`src/include/gtrr_regs.svh`:
```
// Constants of the gate timing readback register bank.
// Assumes a 5-bit register address and 16-bit register words.
`ifndef GTRR_REGS_SVH
`define GTRR_REGS_SVH

// ****************************************
// Register addresses
// ****************************************
`define GTRR_ADDR_PWM1_SWITCH_DELAY 5'h14
`define GTRR_ADDR_PWM2_SWITCH_DELAY 5'h15
`define GTRR_ADDR_PWM3_SWITCH_DELAY 5'h16
`define GTRR_ADDR_PWM1_EDGE_TIMES   5'h17
`define GTRR_ADDR_PWM2_EDGE_TIMES   5'h18
`define GTRR_ADDR_PWM3_EDGE_TIMES   5'h19
`define GTRR_ADDR_PART_IDENTIFIER   5'h1f

// ****************************************
// Field positions
// ****************************************
`define GTRR_HI_MSB 15
`define GTRR_HI_LSB 8
`define GTRR_LO_MSB 7
`define GTRR_LO_LSB 0
`define GTRR_ID_ONE_BIT 7

// ****************************************
// Reset values and timing
// ****************************************
`define GTRR_TIMING_RESET 16'h0000
`define GTRR_ID_TOP_BYTE  8'h00
`define GTRR_STEP_PS      62500

`endif

```
`src/include/gtrr_pkg.sv`:
```
// Types of the gate timing readback register bank.
// Assumes the constants header is on the include path.
package gtrr_pkg;

  // ****************************************
  // Types
  // ****************************************
  typedef logic [4:0]  gtrr_addr_t;
  typedef logic [15:0] gtrr_word_t;
  typedef logic [7:0]  gtrr_count_t;

  // Slots 0..2 hold the switch delays, slots 3..5 the edge times
  typedef struct packed {
    logic [5:0][15:0] slot;
    logic [15:0]      rdata;
    logic             rvalid;
    logic             wign;
  } gtrr_state_s;

endpackage

```
`src/rtl/gtrr_bank.sv`:
```
// Read-only bank of measured gate switching times for three PWM channels.
// Assumes the measurement logic and the serial frame decoder run on I_CLK_SYS.
//
// Behaviour
// - Turn-off delay count in delay bits 15:8
// - Turn-on delay count in delay bits 7:0
// - Fall time count in edge bits 15:8
// - Rise time count in edge bits 7:0
// - Delay registers at 0x14..0x16, reset zero
// - Edge registers at 0x17..0x19, reset zero
// - Identifier bit 7 always reads one
// - Identifier bits 15:8 always read zero
`timescale 1ns/1ps
`include "gtrr_regs.svh"

module gtrr_bank #(
  parameter logic [2:0] DEV_ID   = 3'h2,  // Arbitrary value
  parameter logic [3:0] ID_RSVD  = 4'h0   // Arbitrary value
) (
  input  wire logic                  I_CLK_SYS,
  input  wire logic                  I_NRST,
  input  wire gtrr_pkg::gtrr_addr_t  I_ADDR,
  input  wire logic                  I_RD_EN,
  input  wire logic                  I_WR_EN,
  input  wire gtrr_pkg::gtrr_word_t  I_WDATA,
  input  wire logic [2:0]            I_DLY_UPD,
  input  wire logic [2:0]            I_EDGE_UPD,
  input  wire gtrr_pkg::gtrr_count_t I_CH1_OFF_DELAY,
  input  wire gtrr_pkg::gtrr_count_t I_CH1_ON_DELAY,
  input  wire gtrr_pkg::gtrr_count_t I_CH2_OFF_DELAY,
  input  wire gtrr_pkg::gtrr_count_t I_CH2_ON_DELAY,
  input  wire gtrr_pkg::gtrr_count_t I_CH3_OFF_DELAY,
  input  wire gtrr_pkg::gtrr_count_t I_CH3_ON_DELAY,
  input  wire gtrr_pkg::gtrr_count_t I_CH1_FALL_TIME,
  input  wire gtrr_pkg::gtrr_count_t I_CH1_RISE_TIME,
  input  wire gtrr_pkg::gtrr_count_t I_CH2_FALL_TIME,
  input  wire gtrr_pkg::gtrr_count_t I_CH2_RISE_TIME,
  input  wire gtrr_pkg::gtrr_count_t I_CH3_FALL_TIME,
  input  wire gtrr_pkg::gtrr_count_t I_CH3_RISE_TIME,
  output logic [15:0]                O_RDATA,
  output logic                       O_RD_VALID,
  output logic                       O_WR_IGNORED
);
  import gtrr_pkg::*;

  // ****************************************
  // Read decode
  // ****************************************
  // Unmapped addresses read as zero so the frame decoder never sees stale data
  function automatic gtrr_word_t read_word(input gtrr_addr_t a,
                                           input logic [5:0][15:0] s);
    gtrr_word_t w;
    w = 16'h0000;
    if (a == `GTRR_ADDR_PWM1_SWITCH_DELAY) w = s[0];
    else if (a == `GTRR_ADDR_PWM2_SWITCH_DELAY) w = s[1];
    else if (a == `GTRR_ADDR_PWM3_SWITCH_DELAY) w = s[2];
    else if (a == `GTRR_ADDR_PWM1_EDGE_TIMES) w = s[3];
    else if (a == `GTRR_ADDR_PWM2_EDGE_TIMES) w = s[4];
    else if (a == `GTRR_ADDR_PWM3_EDGE_TIMES) w = s[5];
    else if (a == `GTRR_ADDR_PART_IDENTIFIER)
      w = {`GTRR_ID_TOP_BYTE, 1'b1, ID_RSVD, DEV_ID};
    return w;
  endfunction

  // ****************************************
  // State
  // ****************************************
  gtrr_state_s state;
  gtrr_state_s next_state;
  gtrr_count_t hi_in [6];
  gtrr_count_t lo_in [6];
  logic [5:0]  upd;

  // ****************************************
  // Measurement capture
  // ****************************************
  assign upd = {I_EDGE_UPD, I_DLY_UPD};

  always_comb
  begin
    hi_in[0] = I_CH1_OFF_DELAY;
    lo_in[0] = I_CH1_ON_DELAY;
    hi_in[1] = I_CH2_OFF_DELAY;
    lo_in[1] = I_CH2_ON_DELAY;
    hi_in[2] = I_CH3_OFF_DELAY;
    lo_in[2] = I_CH3_ON_DELAY;
    hi_in[3] = I_CH1_FALL_TIME;
    lo_in[3] = I_CH1_RISE_TIME;
    hi_in[4] = I_CH2_FALL_TIME;
    lo_in[4] = I_CH2_RISE_TIME;
    hi_in[5] = I_CH3_FALL_TIME;
    lo_in[5] = I_CH3_RISE_TIME;
  end

  always_comb
  begin
    next_state = state;
    for (int i = 0; i < 6; i++)
    begin
      if (upd[i])
      begin
        next_state.slot[i][`GTRR_HI_MSB:`GTRR_HI_LSB] = hi_in[i];
        next_state.slot[i][`GTRR_LO_MSB:`GTRR_LO_LSB] = lo_in[i];
      end
    end
    // Read returns the value held before any same-cycle update
    next_state.rvalid = I_RD_EN;
    next_state.rdata  = I_RD_EN ? read_word(I_ADDR, state.slot) : state.rdata;
    // Write data is dropped; only the pulse tells the decoder it hit read-only space
    next_state.wign   = I_WR_EN;
    if (!I_NRST)
    begin
      next_state        = '0;
      next_state.slot   = {6{`GTRR_TIMING_RESET}};
    end
  end

  // ****************************************
  // Registers
  // ****************************************
  always_ff @(posedge I_CLK_SYS)
  begin
    state <= next_state;
  end

  assign O_RDATA      = state.rdata;
  assign O_RD_VALID   = state.rvalid;
  assign O_WR_IGNORED = state.wign;

  // ****************************************
  // Assertions
  // ****************************************
  property p_off_delay;
    @(posedge I_CLK_SYS) disable iff (!I_NRST)
    I_DLY_UPD[0] ##1 (I_RD_EN && I_ADDR == `GTRR_ADDR_PWM1_SWITCH_DELAY && !I_DLY_UPD[0])
    |=> O_RDATA[15:8] == $past(I_CH1_OFF_DELAY, 2);
  endproperty
  a_off_delay: assert property (p_off_delay) else $error("turn-off delay misplaced");

  property p_on_delay;
    @(posedge I_CLK_SYS) disable iff (!I_NRST)
    I_DLY_UPD[1] ##1 (I_RD_EN && I_ADDR == `GTRR_ADDR_PWM2_SWITCH_DELAY && !I_DLY_UPD[1])
    |=> O_RDATA[7:0] == $past(I_CH2_ON_DELAY, 2) && O_RD_VALID;
  endproperty
  a_on_delay: assert property (p_on_delay) else $error("turn-on delay misplaced");

  property p_fall_time;
    @(posedge I_CLK_SYS) disable iff (!I_NRST)
    I_EDGE_UPD[2] ##1 (I_RD_EN && I_ADDR == `GTRR_ADDR_PWM3_EDGE_TIMES && !I_EDGE_UPD[2])
    |=> O_RDATA[15:8] == $past(I_CH3_FALL_TIME, 2);
  endproperty
  a_fall_time: assert property (p_fall_time) else $error("fall time misplaced");

  property p_rise_time;
    @(posedge I_CLK_SYS) disable iff (!I_NRST)
    I_EDGE_UPD[0] ##1 (I_RD_EN && I_ADDR == `GTRR_ADDR_PWM1_EDGE_TIMES && !I_EDGE_UPD[0])
    |=> O_RDATA[7:0] == $past(I_CH1_RISE_TIME, 2);
  endproperty
  a_rise_time: assert property (p_rise_time) else $error("rise time misplaced");

  property p_dly_reset;
    @(posedge I_CLK_SYS) disable iff (!I_NRST)
    $rose(I_NRST) && I_RD_EN && I_ADDR == `GTRR_ADDR_PWM3_SWITCH_DELAY
    |=> O_RDATA == 16'h0000 && O_RD_VALID;
  endproperty
  a_dly_reset: assert property (p_dly_reset) else $error("delay not zero after reset");

  property p_edge_reset;
    @(posedge I_CLK_SYS) disable iff (!I_NRST)
    $rose(I_NRST) && I_RD_EN && I_ADDR == `GTRR_ADDR_PWM2_EDGE_TIMES
    |=> O_RDATA == 16'h0000;
  endproperty
  a_edge_reset: assert property (p_edge_reset) else $error("edge time not zero after reset");

  property p_id_one;
    @(posedge I_CLK_SYS) disable iff (!I_NRST)
    I_RD_EN && I_ADDR == `GTRR_ADDR_PART_IDENTIFIER |=> O_RDATA[7] == 1'b1;
  endproperty
  a_id_one: assert property (p_id_one) else $error("identifier bit 7 not one");

  property p_id_zero;
    @(posedge I_CLK_SYS) disable iff (!I_NRST)
    I_RD_EN && I_ADDR == `GTRR_ADDR_PART_IDENTIFIER |=> O_RDATA[15:8] == 8'h00;
  endproperty
  a_id_zero: assert property (p_id_zero) else $error("identifier top byte not zero");

  property p_wr_ignored;
    @(posedge I_CLK_SYS) disable iff (!I_NRST)
    I_WR_EN && upd == 6'h00 |=> state.slot == $past(state.slot) && O_WR_IGNORED;
  endproperty
  a_wr_ignored: assert property (p_wr_ignored) else $error("write altered the bank");

  property p_off_delay2;
    @(posedge I_CLK_SYS) disable iff (!I_NRST)
    I_DLY_UPD[1] ##1 (I_RD_EN && I_ADDR == `GTRR_ADDR_PWM2_SWITCH_DELAY && !I_DLY_UPD[1])
    |=> O_RDATA[15:8] == $past(I_CH2_OFF_DELAY, 2);
  endproperty
  a_off_delay2: assert property (p_off_delay2) else $error("off delay 2 misplaced");

  property p_off_delay3;
    @(posedge I_CLK_SYS) disable iff (!I_NRST)
    I_DLY_UPD[2] ##1 (I_RD_EN && I_ADDR == `GTRR_ADDR_PWM3_SWITCH_DELAY && !I_DLY_UPD[2])
    |=> O_RDATA[15:8] == $past(I_CH3_OFF_DELAY, 2);
  endproperty
  a_off_delay3: assert property (p_off_delay3) else $error("off delay 3 misplaced");

  property p_on_delay1;
    @(posedge I_CLK_SYS) disable iff (!I_NRST)
    I_DLY_UPD[0] ##1 (I_RD_EN && I_ADDR == `GTRR_ADDR_PWM1_SWITCH_DELAY && !I_DLY_UPD[0])
    |=> O_RDATA[7:0] == $past(I_CH1_ON_DELAY, 2);
  endproperty
  a_on_delay1: assert property (p_on_delay1) else $error("on delay 1 misplaced");

  property p_on_delay3;
    @(posedge I_CLK_SYS) disable iff (!I_NRST)
    I_DLY_UPD[2] ##1 (I_RD_EN && I_ADDR == `GTRR_ADDR_PWM3_SWITCH_DELAY && !I_DLY_UPD[2])
    |=> O_RDATA[7:0] == $past(I_CH3_ON_DELAY, 2);
  endproperty
  a_on_delay3: assert property (p_on_delay3) else $error("on delay 3 misplaced");

  property p_fall_time1;
    @(posedge I_CLK_SYS) disable iff (!I_NRST)
    I_EDGE_UPD[0] ##1 (I_RD_EN && I_ADDR == `GTRR_ADDR_PWM1_EDGE_TIMES && !I_EDGE_UPD[0])
    |=> O_RDATA[15:8] == $past(I_CH1_FALL_TIME, 2);
  endproperty
  a_fall_time1: assert property (p_fall_time1) else $error("fall time 1 misplaced");

  property p_fall_time2;
    @(posedge I_CLK_SYS) disable iff (!I_NRST)
    I_EDGE_UPD[1] ##1 (I_RD_EN && I_ADDR == `GTRR_ADDR_PWM2_EDGE_TIMES && !I_EDGE_UPD[1])
    |=> O_RDATA[15:8] == $past(I_CH2_FALL_TIME, 2);
  endproperty
  a_fall_time2: assert property (p_fall_time2) else $error("fall time 2 misplaced");

  property p_rise_time2;
    @(posedge I_CLK_SYS) disable iff (!I_NRST)
    I_EDGE_UPD[1] ##1 (I_RD_EN && I_ADDR == `GTRR_ADDR_PWM2_EDGE_TIMES && !I_EDGE_UPD[1])
    |=> O_RDATA[7:0] == $past(I_CH2_RISE_TIME, 2);
  endproperty
  a_rise_time2: assert property (p_rise_time2) else $error("rise time 2 misplaced");

  property p_rise_time3;
    @(posedge I_CLK_SYS) disable iff (!I_NRST)
    I_EDGE_UPD[2] ##1 (I_RD_EN && I_ADDR == `GTRR_ADDR_PWM3_EDGE_TIMES && !I_EDGE_UPD[2])
    |=> O_RDATA[7:0] == $past(I_CH3_RISE_TIME, 2);
  endproperty
  a_rise_time3: assert property (p_rise_time3) else $error("rise time 3 misplaced");

  property p_dly_zero;
    @(posedge I_CLK_SYS)
    !I_NRST
    |=> state.slot[2:0] == {3{`GTRR_TIMING_RESET}};
  endproperty
  a_dly_zero: assert property (p_dly_zero) else $error("delay slot not cleared");

  property p_edge_zero;
    @(posedge I_CLK_SYS)
    !I_NRST
    |=> state.slot[5:3] == {3{`GTRR_TIMING_RESET}};
  endproperty
  a_edge_zero: assert property (p_edge_zero) else $error("edge slot not cleared");

  property p_slot_hold;
    @(posedge I_CLK_SYS) disable iff (!I_NRST)
    upd == 6'h00
    |=> state.slot == $past(state.slot);
  endproperty
  a_slot_hold: assert property (p_slot_hold) else $error("slot moved without update");

  property p_wr_readback;
    @(posedge I_CLK_SYS) disable iff (!I_NRST)
    I_WR_EN && !I_RD_EN
    |=> O_RDATA == $past(O_RDATA) && O_WR_IGNORED;
  endproperty
  a_wr_readback: assert property (p_wr_readback) else $error("write moved read data");

  property p_wr_pulse;
    @(posedge I_CLK_SYS) disable iff (!I_NRST)
    !I_WR_EN
    |=> !O_WR_IGNORED;
  endproperty
  a_wr_pulse: assert property (p_wr_pulse) else $error("stray write pulse");

  property p_rd_valid;
    @(posedge I_CLK_SYS) disable iff (!I_NRST)
    I_RD_EN
    |=> O_RD_VALID;
  endproperty
  a_rd_valid: assert property (p_rd_valid) else $error("read not answered");

  property p_rd_idle;
    @(posedge I_CLK_SYS) disable iff (!I_NRST)
    !I_RD_EN
    |=> !O_RD_VALID && O_RDATA == $past(O_RDATA);
  endproperty
  a_rd_idle: assert property (p_rd_idle) else $error("idle read moved");

  property p_id_low;
    @(posedge I_CLK_SYS) disable iff (!I_NRST)
    I_RD_EN && I_ADDR == `GTRR_ADDR_PART_IDENTIFIER
    |=> O_RDATA[6:0] == {ID_RSVD, DEV_ID};
  endproperty
  a_id_low: assert property (p_id_low) else $error("identifier low bits wrong");

endmodule

```
`config.mk`:
```
export PLATFORM = sky130hd
export DESIGN_NAME = gtrr_bank
export DESIGN_NICKNAME = d
export VERILOG_FILES = /design/src/include/gtrr_pkg.sv /design/src/rtl/gtrr_bank.sv
export VERILOG_INCLUDE_DIRS = /design/src /design/src/include
export SDC_FILE = /design/constraint.sdc
export NUM_CORES = 1
export LEC_CHECK = 0
export BUFFER_PORTS_ARGS = -buffer_cell sky130_fd_sc_hd__buf_2
export CAP_MARGIN = 15
export CORE_MARGIN = 2
export CORE_UTILIZATION = 45
export DETAILED_ROUTE_END_ITERATION = 7
export PLACE_DENSITY = 0.7
export SETUP_SLACK_MARGIN = 0.5
export SLEW_MARGIN = 20
export SYNTH_ARGS = -nofsm -noshare
export SYNTH_HDL_FRONTEND = slang
export SYNTH_SLANG_ARGS = --single-unit
```
`constraint.sdc`:
```
create_clock -name I_CLK_SYS -period 1.7 [get_ports I_CLK_SYS]
set_clock_uncertainty 0.2 [all_clocks]
set_input_delay 0.17 -clock I_CLK_SYS [delete_from_list [all_inputs] [get_ports I_CLK_SYS]]
set_output_delay 0.17 -clock I_CLK_SYS [all_outputs]
set_load 0.05 [all_outputs]
```
==> flow_metrics.py, run 1 <==
metrics = {
    "run_status": {
        "outcome": "completed",
    },
    "power": {
        "p_sw_w": 0.00184,
        "ir_drop_mv": 0.635,
        "clkPwrFrac_pct": 49.1,
        "p_leak_nw": 3.51,
        "share_comb_of_total_power_pct": 13.2,
        "seqPwrFrac_pct": 37.7,
        "power_density_mw_per_mm2": 961,
        "p_int_w": 0.00599,
        "p_sw_share_pct": 23.5,
    },
    "global_route": {
        "grt_overflow": 0,
        "grt_use_total_pct": 24.1,
        "grt_pass1_wl_um": 24100,
        "antenna_found_initial": 0,
        "grt_start_max_net_pins": 63,
        "grt_pass1_vias": 4648,
    },
    "yosys": {
        "ys_seq_area_share_pct": 41.9,
        "synth_edf_count": 0,
        "async_flop_share_pct": 0,
        "ys_ff_latch": 114,
        "synth_ff_type": "dfxtp_1",
        "synth_nets": 647,
        "yosys.area.top_type": "dfxtp_1",
        "synth_area_leaders": "dfxtp_1 42%, mux2i_1 23%, nor2b_1 11%",
        "yosysUniqueCellTypes": 42,
        "syn_inst": 520,
        "yosysMostFrequentCell": "mux2i_1",
        "synth.cell_area_mm2": 0.00545,
        "synth_top_area_share_pct": 41.9,
        "postSynthAreaPerCell_um2": 10.5,
        "yosys_warnings": 0,
        "synthTopCellsByCount": "124 x mux2i_1, 114 x dfxtp_1, 97 x nor2b_1",
    },
    "worst_setup_path": {
        "start_kind": "register",
        "worst_r2r_path_depth": 4,
        "cp-end-kind": "register",
        "cp_data_required_time_ns": 1.80,
        "cp.arrival_ns": 1.53,
        "criticalPathCategory": "reg2reg",
        "r2r_slack_ns": 0.28,
        "cp_max_fo": 2,
        "r2r-end": "O_RDATA[1]",
        "rr_startpoint": "state[99]",
    },
    "hold_path": {
        "hp-class": "in2reg",
        "hold-path-cell-count": 3,
        "worstHoldStart": "I_RD_EN",
        "hold_path_end": "O_RDATA[1]",
    },
    "routing": {
        "drc": 0,
        "drt_first_iter_violations": 348,
        "route.vias.total": 4504,
        "wl_per_cell_um": 17.3,
        "avgViaCountPerCell": 5.05,
        "met2_length_um": 7350,
        "final_antenna_net_count": 0,
        "wl_met3_um": 612,
        "wirelength_um": 15400,
        "top_layer_used": "met4",
        "firstDrtPassIters": 4,
        "wl_met1_um": 7190,
    },
    "floorplan": {
        "die_w_um": 114,
        "core-area_mm2": 0.0119,
        "start_util_pct": 45.7,
        "num_rows": 40,
        "io_pins": 145,
        "die-area_mm2": 0.0130,
        "fp.dieH_um": 114,
    },
    "sta": {
        "fin_crit_ns": 1.42,
        "setup_viol": 0,
        "hold_viol_final": 0,
        "timing.fmax_mhz": 702,
        "timing.hold.ws_ns": 0.0507,
        "fin_setup_tns_ns": 0,
        "tightest_slew_ns": 0.549,
        "slew_viol_final": 0,
        "final.period_utilization_pct": 83.8,
        "rsz0062_at_grt": "yes",
        "slew-limit-headroom_pct": 63.4,
    },
    "clock_tree": {
        "clock_path_buffers": 2,
        "h-tree-depth": 4,
        "cts_tree": "done",
        "cts_root_buf": "clkbuf_16",
        "clkSinkCount": 114,
        "clkTransAtPathRegs_ns": 0.05,
        "insertion_delay_ns": 0.41,
        "numCtsBuffers": 17,
    },
    "placed_design": {
        "place_area_mm2": 0.00610,
        "post-dp-hpwl_um": 10000,
        "portBuffers": 128,
        "gp_congestion": 0.824,
    },
    "layout": {
        "fin_nets": 858,
        "drive_above_1_share_pct": 36.0,
        "finalInstanceArea_mm2": 0.00815,
        "utilization_pct": 68.4,
        "syn_to_final_growth_pct": 49.5,
        "n_antenna_cell": 0,
    },
    "flow_run": {
        "max_cap_viol_count": 0,
    },
}
worst max-delay path, cell delays in order, from the launching register on:
cell     delay, ns
dfxtp_1       0.31
or3b_4        0.23
a21oi_2       0.04
a221o_1       0.29
a32o_1        0.25
how the worst max path moves through the flow:
stage                     startpoint     endpoint  slack, ns  cells after the start
after global placement     I_ADDR[0]  O_RDATA[10]       0.08                      6
after CTS                  state[99]   O_RDATA[1]       0.28                      4
after floorplan            state[99]   O_RDATA[1]       0.37                      4
after detailed placement   I_ADDR[0]   O_RDATA[8]       0.05                      6
after global routing       state[99]   O_RDATA[1]       0.25                      4
final                      state[99]   O_RDATA[1]       0.28                      4
routing by layer:
layer	global-route usage, %	vias up
li1	-	2244
met1	31.7	2109
met2	39.5	129
met3	4.99	22
met4	8.13	0
met5	0	-
state kept, by name, summed over array words and instances, names as in the netlist:
name and count:
O_RDATA 16, O_WR_IGNORED 1, state 96, O_RD_VALID 1
final cells by class:
class                      instances  area, µm²
clock buffer                      17        425
fill                             881       3760
clock inverter                    15        215
sequential                       114       2340
multi-input combinational        345       2920
inverter                           2       7.51
tap                              147        184
timing repair buffer             251       2050
metrics by stage:
step           total power [W]  cells  worst slack, ns
2_1_floorplan          0.00350    520            0.372
3_5_place_dp           0.00376    750           0.0530
4_1_cts                0.00783    884            0.280
6_report               0.00783    891            0.276
5_1_grt                0.00809    891            0.254
3_3_place_gp           0.00374    750           0.0807
power by group through the flow:
stage	registers (W)	logic (W)	clock network, W
global route	0.00296	0.00111	0.00402
floorplan	0.00295	0.000550	0
finish	0.00295	0.00103	0.00384
CTS	0.00294	0.000986	0.00390
detailed placement	0.00299	0.000772	0
global placement	0.00298	0.000755	0
cell families (layout without fill, tap and decap cells):
group | Yosys count | in the layout | share of synthesized area, %
and+or+nand+nor | 164 | 164 | 17.9
muxes | 125 | 125 | 23.0
DFF | 114 | 114 | 41.9
buffers and inverters | 61 | 285 | 7.21
AOI/OAI and AO/OA | 56 | 56 | 10.1
placed cells by master (no fill, tap or decap), drive strengths merged, types with 3 or more instances in the layout:
| master | n |
|---|---|
| a221oi | 13 |
| or3b | 3 |
| nor2b | 97 |
| nand2b | 4 |
| o21ai | 7 |
| o211ai | 12 |
| mux2i | 124 |
| o221ai | 12 |
| clkinvlp | 3 |
| nand3 | 13 |
| nand2 | 29 |
| nand3b | 4 |
| bufinv | 5 |
| clkbuf | 17 |
| buf | 150 |
| nor3 | 6 |
| dlygate4sd3 | 100 |
| clkinv | 7 |
| dfxtp | 114 |
what timing repair did:
item / in CTS / in global routing
hold buffers: 101 / 0
hold endpoints to repair: 101 / 0
setup buffers: 1 / 7
gates resized for setup: 73 / 44
endpoints found under the setup margin: 30 / 34
pin swaps: 4 / 34
No activity file was read; power rests on OpenSTA's default activity.
==> inputs of run 2 (changes only) <==
Clock period 1.7 ns to 1.4 ns, I/O delays scaled along.
==> flow_metrics.py, run 2 (synthesis results as in run 1) <==
metrics = {
    "worst_setup_path": {
        "cp_max_fo": 2,
        "worst_r2r_path_depth": 4,
        "cp_data_required_time_ns": 1.51,
        "rr_startpoint": "state[99]",
        "criticalPathCategory": "reg2reg",
        "r2r_slack_ns": -0.007,
        "slowest_delay_ns": 0.31,
        "r2r-end": "O_RDATA[1]",
        "crit_chain": "or3b_4 -> a21oi_2 -> a221o_1 -> a32o_1",
        "cp-end-kind": "register",
        "start_kind": "register",
        "cp_slowest_cell": "dfxtp_2",
        "cp.arrival_ns": 1.51,
        "critical-path-top-delay-family": "compound AO/OA/AOI/OAI gates",
        "critPathBufInv": 0,
    },
    "clock_tree": {
        "clkSinkCount": 114,
        "cts_root_buf": "clkbuf_16",
        "insertion_delay_ns": 0.41,
        "hold_buffers": 93,
        "clock_path_buffers": 2,
        "clkTransAtPathRegs_ns": 0.05,
        "numCtsBuffers": 17,
        "cts_tree": "done",
        "h-tree-depth": 4,
    },
    "run_status": {
        "violations": "hold timing, setup timing",
        "outcome": "complete, but fails checks",
    },
    "power": {
        "power_density_mw_per_mm2": 1110,
        "ir_drop_mv": 0.986,
        "p_sw_w": 0.00223,
        "power_w": 0.00956,
        "share_comb_of_total_power_pct": 14.6,
        "clkPwrFrac_pct": 47.8,
        "p_sw_share_pct": 23.3,
        "seqPwrFrac_pct": 37.6,
        "p_int_w": 0.00733,
        "p_leak_nw": 4.16,
    },
    "routing": {
        "drc": 0,
        "drt_first_iter_violations": 267,
        "top_layer_used": "met4",
        "wl_met3_um": 778,
        "met2_length_um": 8310,
        "wl_per_cell_um": 18.2,
        "route.vias.total": 4674,
        "final_antenna_net_count": 0,
        "firstDrtPassIters": 4,
        "avgViaCountPerCell": 5.13,
        "wirelength_um": 16600,
        "wl_met1_um": 7230,
    },
    "floorplan": {
        "io_pins": 145,
        "die-area_mm2": 0.0130,
        "core-area_mm2": 0.0119,
        "start_util_pct": 45.7,
        "num_rows": 40,
        "fp.dieH_um": 114,
        "die_w_um": 114,
    },
    "placed_design": {
        "gp_congestion": 0.858,
        "post-dp-hpwl_um": 10400,
        "portBuffers": 128,
        "dp.cells": 773,
    },
    "sta": {
        "timing.hold.ws_ns": -0.176,
        "slew_viol_final": 0,
        "setup_viol": 1,
        "tightest_slew_ns": 0.504,
        "slew-limit-headroom_pct": 66.4,
        "fin_setup_tns_ns": -0.00671,
        "final.period_utilization_pct": 100,
        "rsz0062_at_grt": "yes",
        "fin_ws_ns": -0.00671,
        "fin_crit_ns": 1.41,
        "timing.fmax_mhz": 711,
        "hold_viol_final": 25,
    },
    "hold_path": {
        "hold_path_end": "state[19]",
        "hold-path-cell-count": 3,
        "hp-class": "in2reg",
        "worstHoldStart": "I_CH1_ON_DELAY[1]",
    },
    "layout": {
        "finalNonFillerCells": 911,
        "n_antenna_cell": 0,
        "fin_nets": 879,
        "syn_to_final_growth_pct": 58.7,
        "fill_cells": 806,
        "largest_register_ff_count": 96,
        "drive_above_1_share_pct": 41.1,
        "most-common-layout-cells": "118 x mux2i_1, 107 x buf_2, 97 x nor2b_1",
        "layout_commonest_cell": "mux2i_1",
        "regMostFlops": "state",
    },
    "global_route": {
        "grt_pass1_vias": 4914,
        "grt_use_total_pct": 25.4,
        "grt_start_max_net_pins": 66,
        "antenna_found_initial": 0,
        "grt_overflow": 0,
        "grt_pass1_wl_um": 25300,
    },
    "flow_run": {
        "max_cap_viol_count": 0,
    },
}
==> run 2: through the flow <==
| step | area, µm² | utilization, % | worst slack (ns) | hold WS (ns) |
|---|---|---|---|---|
| global route | 8650 | 72.6 | -0.0457 | -0.173 |
| floorplan | 5690 | - | 0.0720 | 0.0672 |
| CTS | 8400 | 70.5 | 0.00460 | -0.173 |
| global placement | 6380 | 53.6 | -0.161 | 0.146 |
| finish | 8650 | 72.6 | -0.00671 | -0.176 |
| detailed placement | 6380 | 53.6 | -0.171 | 0.151 |
==> run 2: power by group through the flow <==
stage	logic, W	registers, W	clock network [W]
2_1_floorplan	0.000719	0.00358	0
3_3_place_gp	0.00100	0.00363	0
3_5_place_dp	0.00102	0.00363	0
4_1_cts	0.00131	0.00358	0.00460
5_1_grt	0.00149	0.00361	0.00476
6_report	0.00139	0.00360	0.00457
==> run 2: final cells by class <==
type                            count  area [µm²]  share of cell area [%]
Inverter                            2        7.51                  0.0868
Clock buffer                       20         467                    5.40
Clock inverter                     11         159                    1.84
Timing Repair Buffer              272        2510                    29.1
Sequential cell                   114        2370                    27.4
Multi-Input combinational cell    345        2950                    34.1
Tap cell                          147         184                    2.13
==> run 2: worst max path at each step <==
stage	from	to	slack, ns	cells after the start
final	state[99]	O_RDATA[1]	-0.007	4
after global routing	state[99]	O_RDATA[1]	-0.05	4
after CTS	state[99]	O_RDATA[1]	0.005	4
after detailed placement	I_ADDR[2]	O_RDATA[2]	-0.17	6
after global placement	I_ADDR[2]	O_RDATA[15]	-0.16	6
after floorplan	state[99]	O_RDATA[1]	0.07	4
==> run 2: per-layer routing <==
layer	up-vias	global-route usage (%)
met5	-	0
met4	0	8.05
met3	23	6.00
met2	137	42.9
met1	2227	32.1
li1	2287	-
==> run 2: repair_timing <==
| action | 4_1_cts | 5_1_grt |
|---|---|---|
| gates resized for setup | 114 | 93 |
| setup endpoints to repair | 34 | 95 |
| cloned | 2 | 0 |
| pin swaps | 35 | 11 |
| endpoints found under the hold margin | 100 | 5 |
| buffers inserted | 11 | 1 |
==> run 2: worst register-to-register path: cells and delay by family (launching register included) <==
kind	cells	cell delay, ns
AO/OA/AOI/OAI	3	0.57
AND/OR/NAND/NOR	1	0.22
flip-flops	1	0.31
==> inputs of run 3 (changes only) <==
Settings changed: BUFFER_PORTS_ARGS -buffer_cell sky130_fd_sc_hd__buf_2 to -buffer_cell sky130_fd_sc_hd__clkbuf_2.
==> flow_metrics.py, run 3 (synthesis results as in run 1) <==
metrics = {
    "routing": {
        "wirelength_um": 17100,
        "avgViaCountPerCell": 5.11,
        "drt_first_iter_violations": 279,
        "wl_per_cell_um": 18.6,
        "drc": 0,
        "route.vias.total": 4681,
        "final_antenna_net_count": 0,
        "firstDrtPassIters": 6,
    },
    "global_route": {
        "grt_start_max_net_pins": 64,
        "grt_use_total_pct": 25.3,
        "grt_overflow": 0,
        "antenna_found_initial": 0,
        "grt_pass1_wl_um": 25100,
        "grt_pass1_vias": 4809,
    },
    "worst_setup_path": {
        "cp_data_required_time_ns": 1.50,
        "cp.arrival_ns": 1.51,
        "cp_max_fo": 2,
        "worst_r2r_path_depth": 4,
        "cp-end-kind": "register",
        "start_kind": "register",
        "criticalPathCategory": "reg2reg",
    },
    "clock_tree": {
        "hold_buffers": 93,
        "clkTransAtPathRegs_ns": 0.06,
        "cts_tree": "done",
        "insertion_delay_ns": 0.41,
        "clock_path_buffers": 2,
        "h-tree-depth": 4,
        "cts_root_buf": "clkbuf_16",
        "numCtsBuffers": 17,
        "clkSinkCount": 114,
    },
    "sta": {
        "setup_viol": 1,
        "slew-limit-headroom_pct": 69.2,
        "fin_crit_ns": 1.41,
        "final.period_utilization_pct": 101,
        "tightest_slew_ns": 0.461,
        "rsz0062_at_grt": "yes",
        "hold_viol_final": 18,
        "fin_setup_tns_ns": -0.00812,
        "slew_viol_final": 0,
        "fin_ws_ns": -0.00812,
        "timing.fmax_mhz": 710,
        "timing.hold.ws_ns": -0.165,
    },
    "power": {
        "power_density_mw_per_mm2": 1090,
        "p_leak_nw": 4.05,
        "ir_drop_mv": 0.968,
        "power_w": 0.00945,
    },
    "floorplan": {
        "num_rows": 40,
        "fp.dieH_um": 114,
        "core-area_mm2": 0.0119,
        "io_pins": 145,
        "start_util_pct": 45.7,
        "die-area_mm2": 0.0130,
        "die_w_um": 114,
    },
    "placed_design": {
        "place_area_mm2": 0.00638,
        "gp_congestion": 0.794,
        "dp.cells": 770,
        "portBuffers": 128,
        "post-dp-hpwl_um": 10200,
    },
    "layout": {
        "most-common-layout-cells": "117 x mux2i_1, 97 x nor2b_1, 92 x clkbuf_2",
        "finalInstanceArea_mm2": 0.00868,
        "largest_register_ff_count": 96,
        "fill_cells": 825,
        "n_antenna_cell": 0,
        "layout_commonest_cell": "mux2i_1",
        "regMostFlops": "state",
        "syn_to_final_growth_pct": 59.3,
        "fin_nets": 883,
        "finalNonFillerCells": 916,
        "drive_above_1_share_pct": 42.4,
    },
    "hold_path": {
        "hp-class": "in2reg",
        "hold-path-cell-count": 3,
    },
    "run_status": {
        "violations": "hold timing, setup timing",
        "outcome": "complete, but fails checks",
    },
    "flow_run": {
        "max_cap_viol_count": 0,
    },
}
## run 3: cell types whose count changed in the layout (fill, tap and decap cells not counted), moves of 3 or more
cell,change
clkbuf_16,+7
clkinvlp_4,+6
buf_2,-90
clkinv_2,-5
buf_8,-5
clkbuf_2,+92
dfxtp_2,+3
dlygate4sd3_1,+17
clkbuf_8,-3
dlymetal6s4s_1,-17
## run 3: routing by layer
| layer | routed length (µm) | up-vias | global-route usage (%) |
|---|---|---|---|
| met4 | 380 | 0 | 9.11 |
| met2 | 8800 | 129 | 43.9 |
| met5 | 0 | - | 0 |
| met1 | 7210 | 2234 | 31.1 |
| li1 | - | 2295 | - |
| met3 | 686 | 23 | 5.21 |
## run 3: worst max-delay path: stages (launching register included)
cell     delay [ns]
dfxtp_2        0.32
or3b_4         0.22
a21oi_2        0.05
a221o_1        0.28
a32o_1         0.25
## run 3: metrics by stage
stage	setup slack, ns	util [%]
final	-0.00812	72.9
after global routing	-0.0348	72.9
after CTS	-0.00178	71.1
after detailed placement	-0.176	53.6
after global placement	-0.171	53.6
after floorplan	0.0720	-
## run 3: area by class of cell
type / count / area, µm² / share of cell area (%)
Clock inverter: 15 / 184 / 2.12
Inverter: 2 / 7.51 / 0.0865
Timing Repair Buffer: 276 / 2570 / 29.6
Tap cell: 147 / 184 / 2.12
Sequential cell: 114 / 2360 / 27.2
Clock buffer: 17 / 425 / 4.90
Multi-Input combinational cell: 345 / 2950 / 34.0
## run 3: final timing paths
path,from,endpoint,slack [ns]
max,state[99],O_RDATA[1],-0.008
min reg2reg,O_RDATA[13],O_RDATA[13],0.31
max reg2reg,state[99],O_RDATA[1],-0.008
min,I_CH3_ON_DELAY[3],state[53],-0.17
## run 3: power breakdown
group | internal [W] | leakage (nW) | switching, W
logic | 0.000811 | 2.80 | 0.000611
clock network | 0.00281 | 0.278 | 0.00162
registers | 0.00344 | 0.963 | 0.000154
total | 0.00706 | 4.05 | 0.00239
## run 3: what timing repair did
item                       4_1_cts  5_1_grt
resized for setup              114       96
setup endpoints to repair       34      113
pin swaps                       41       25
buffers inserted                18        3
hold endpoints to repair        99       10
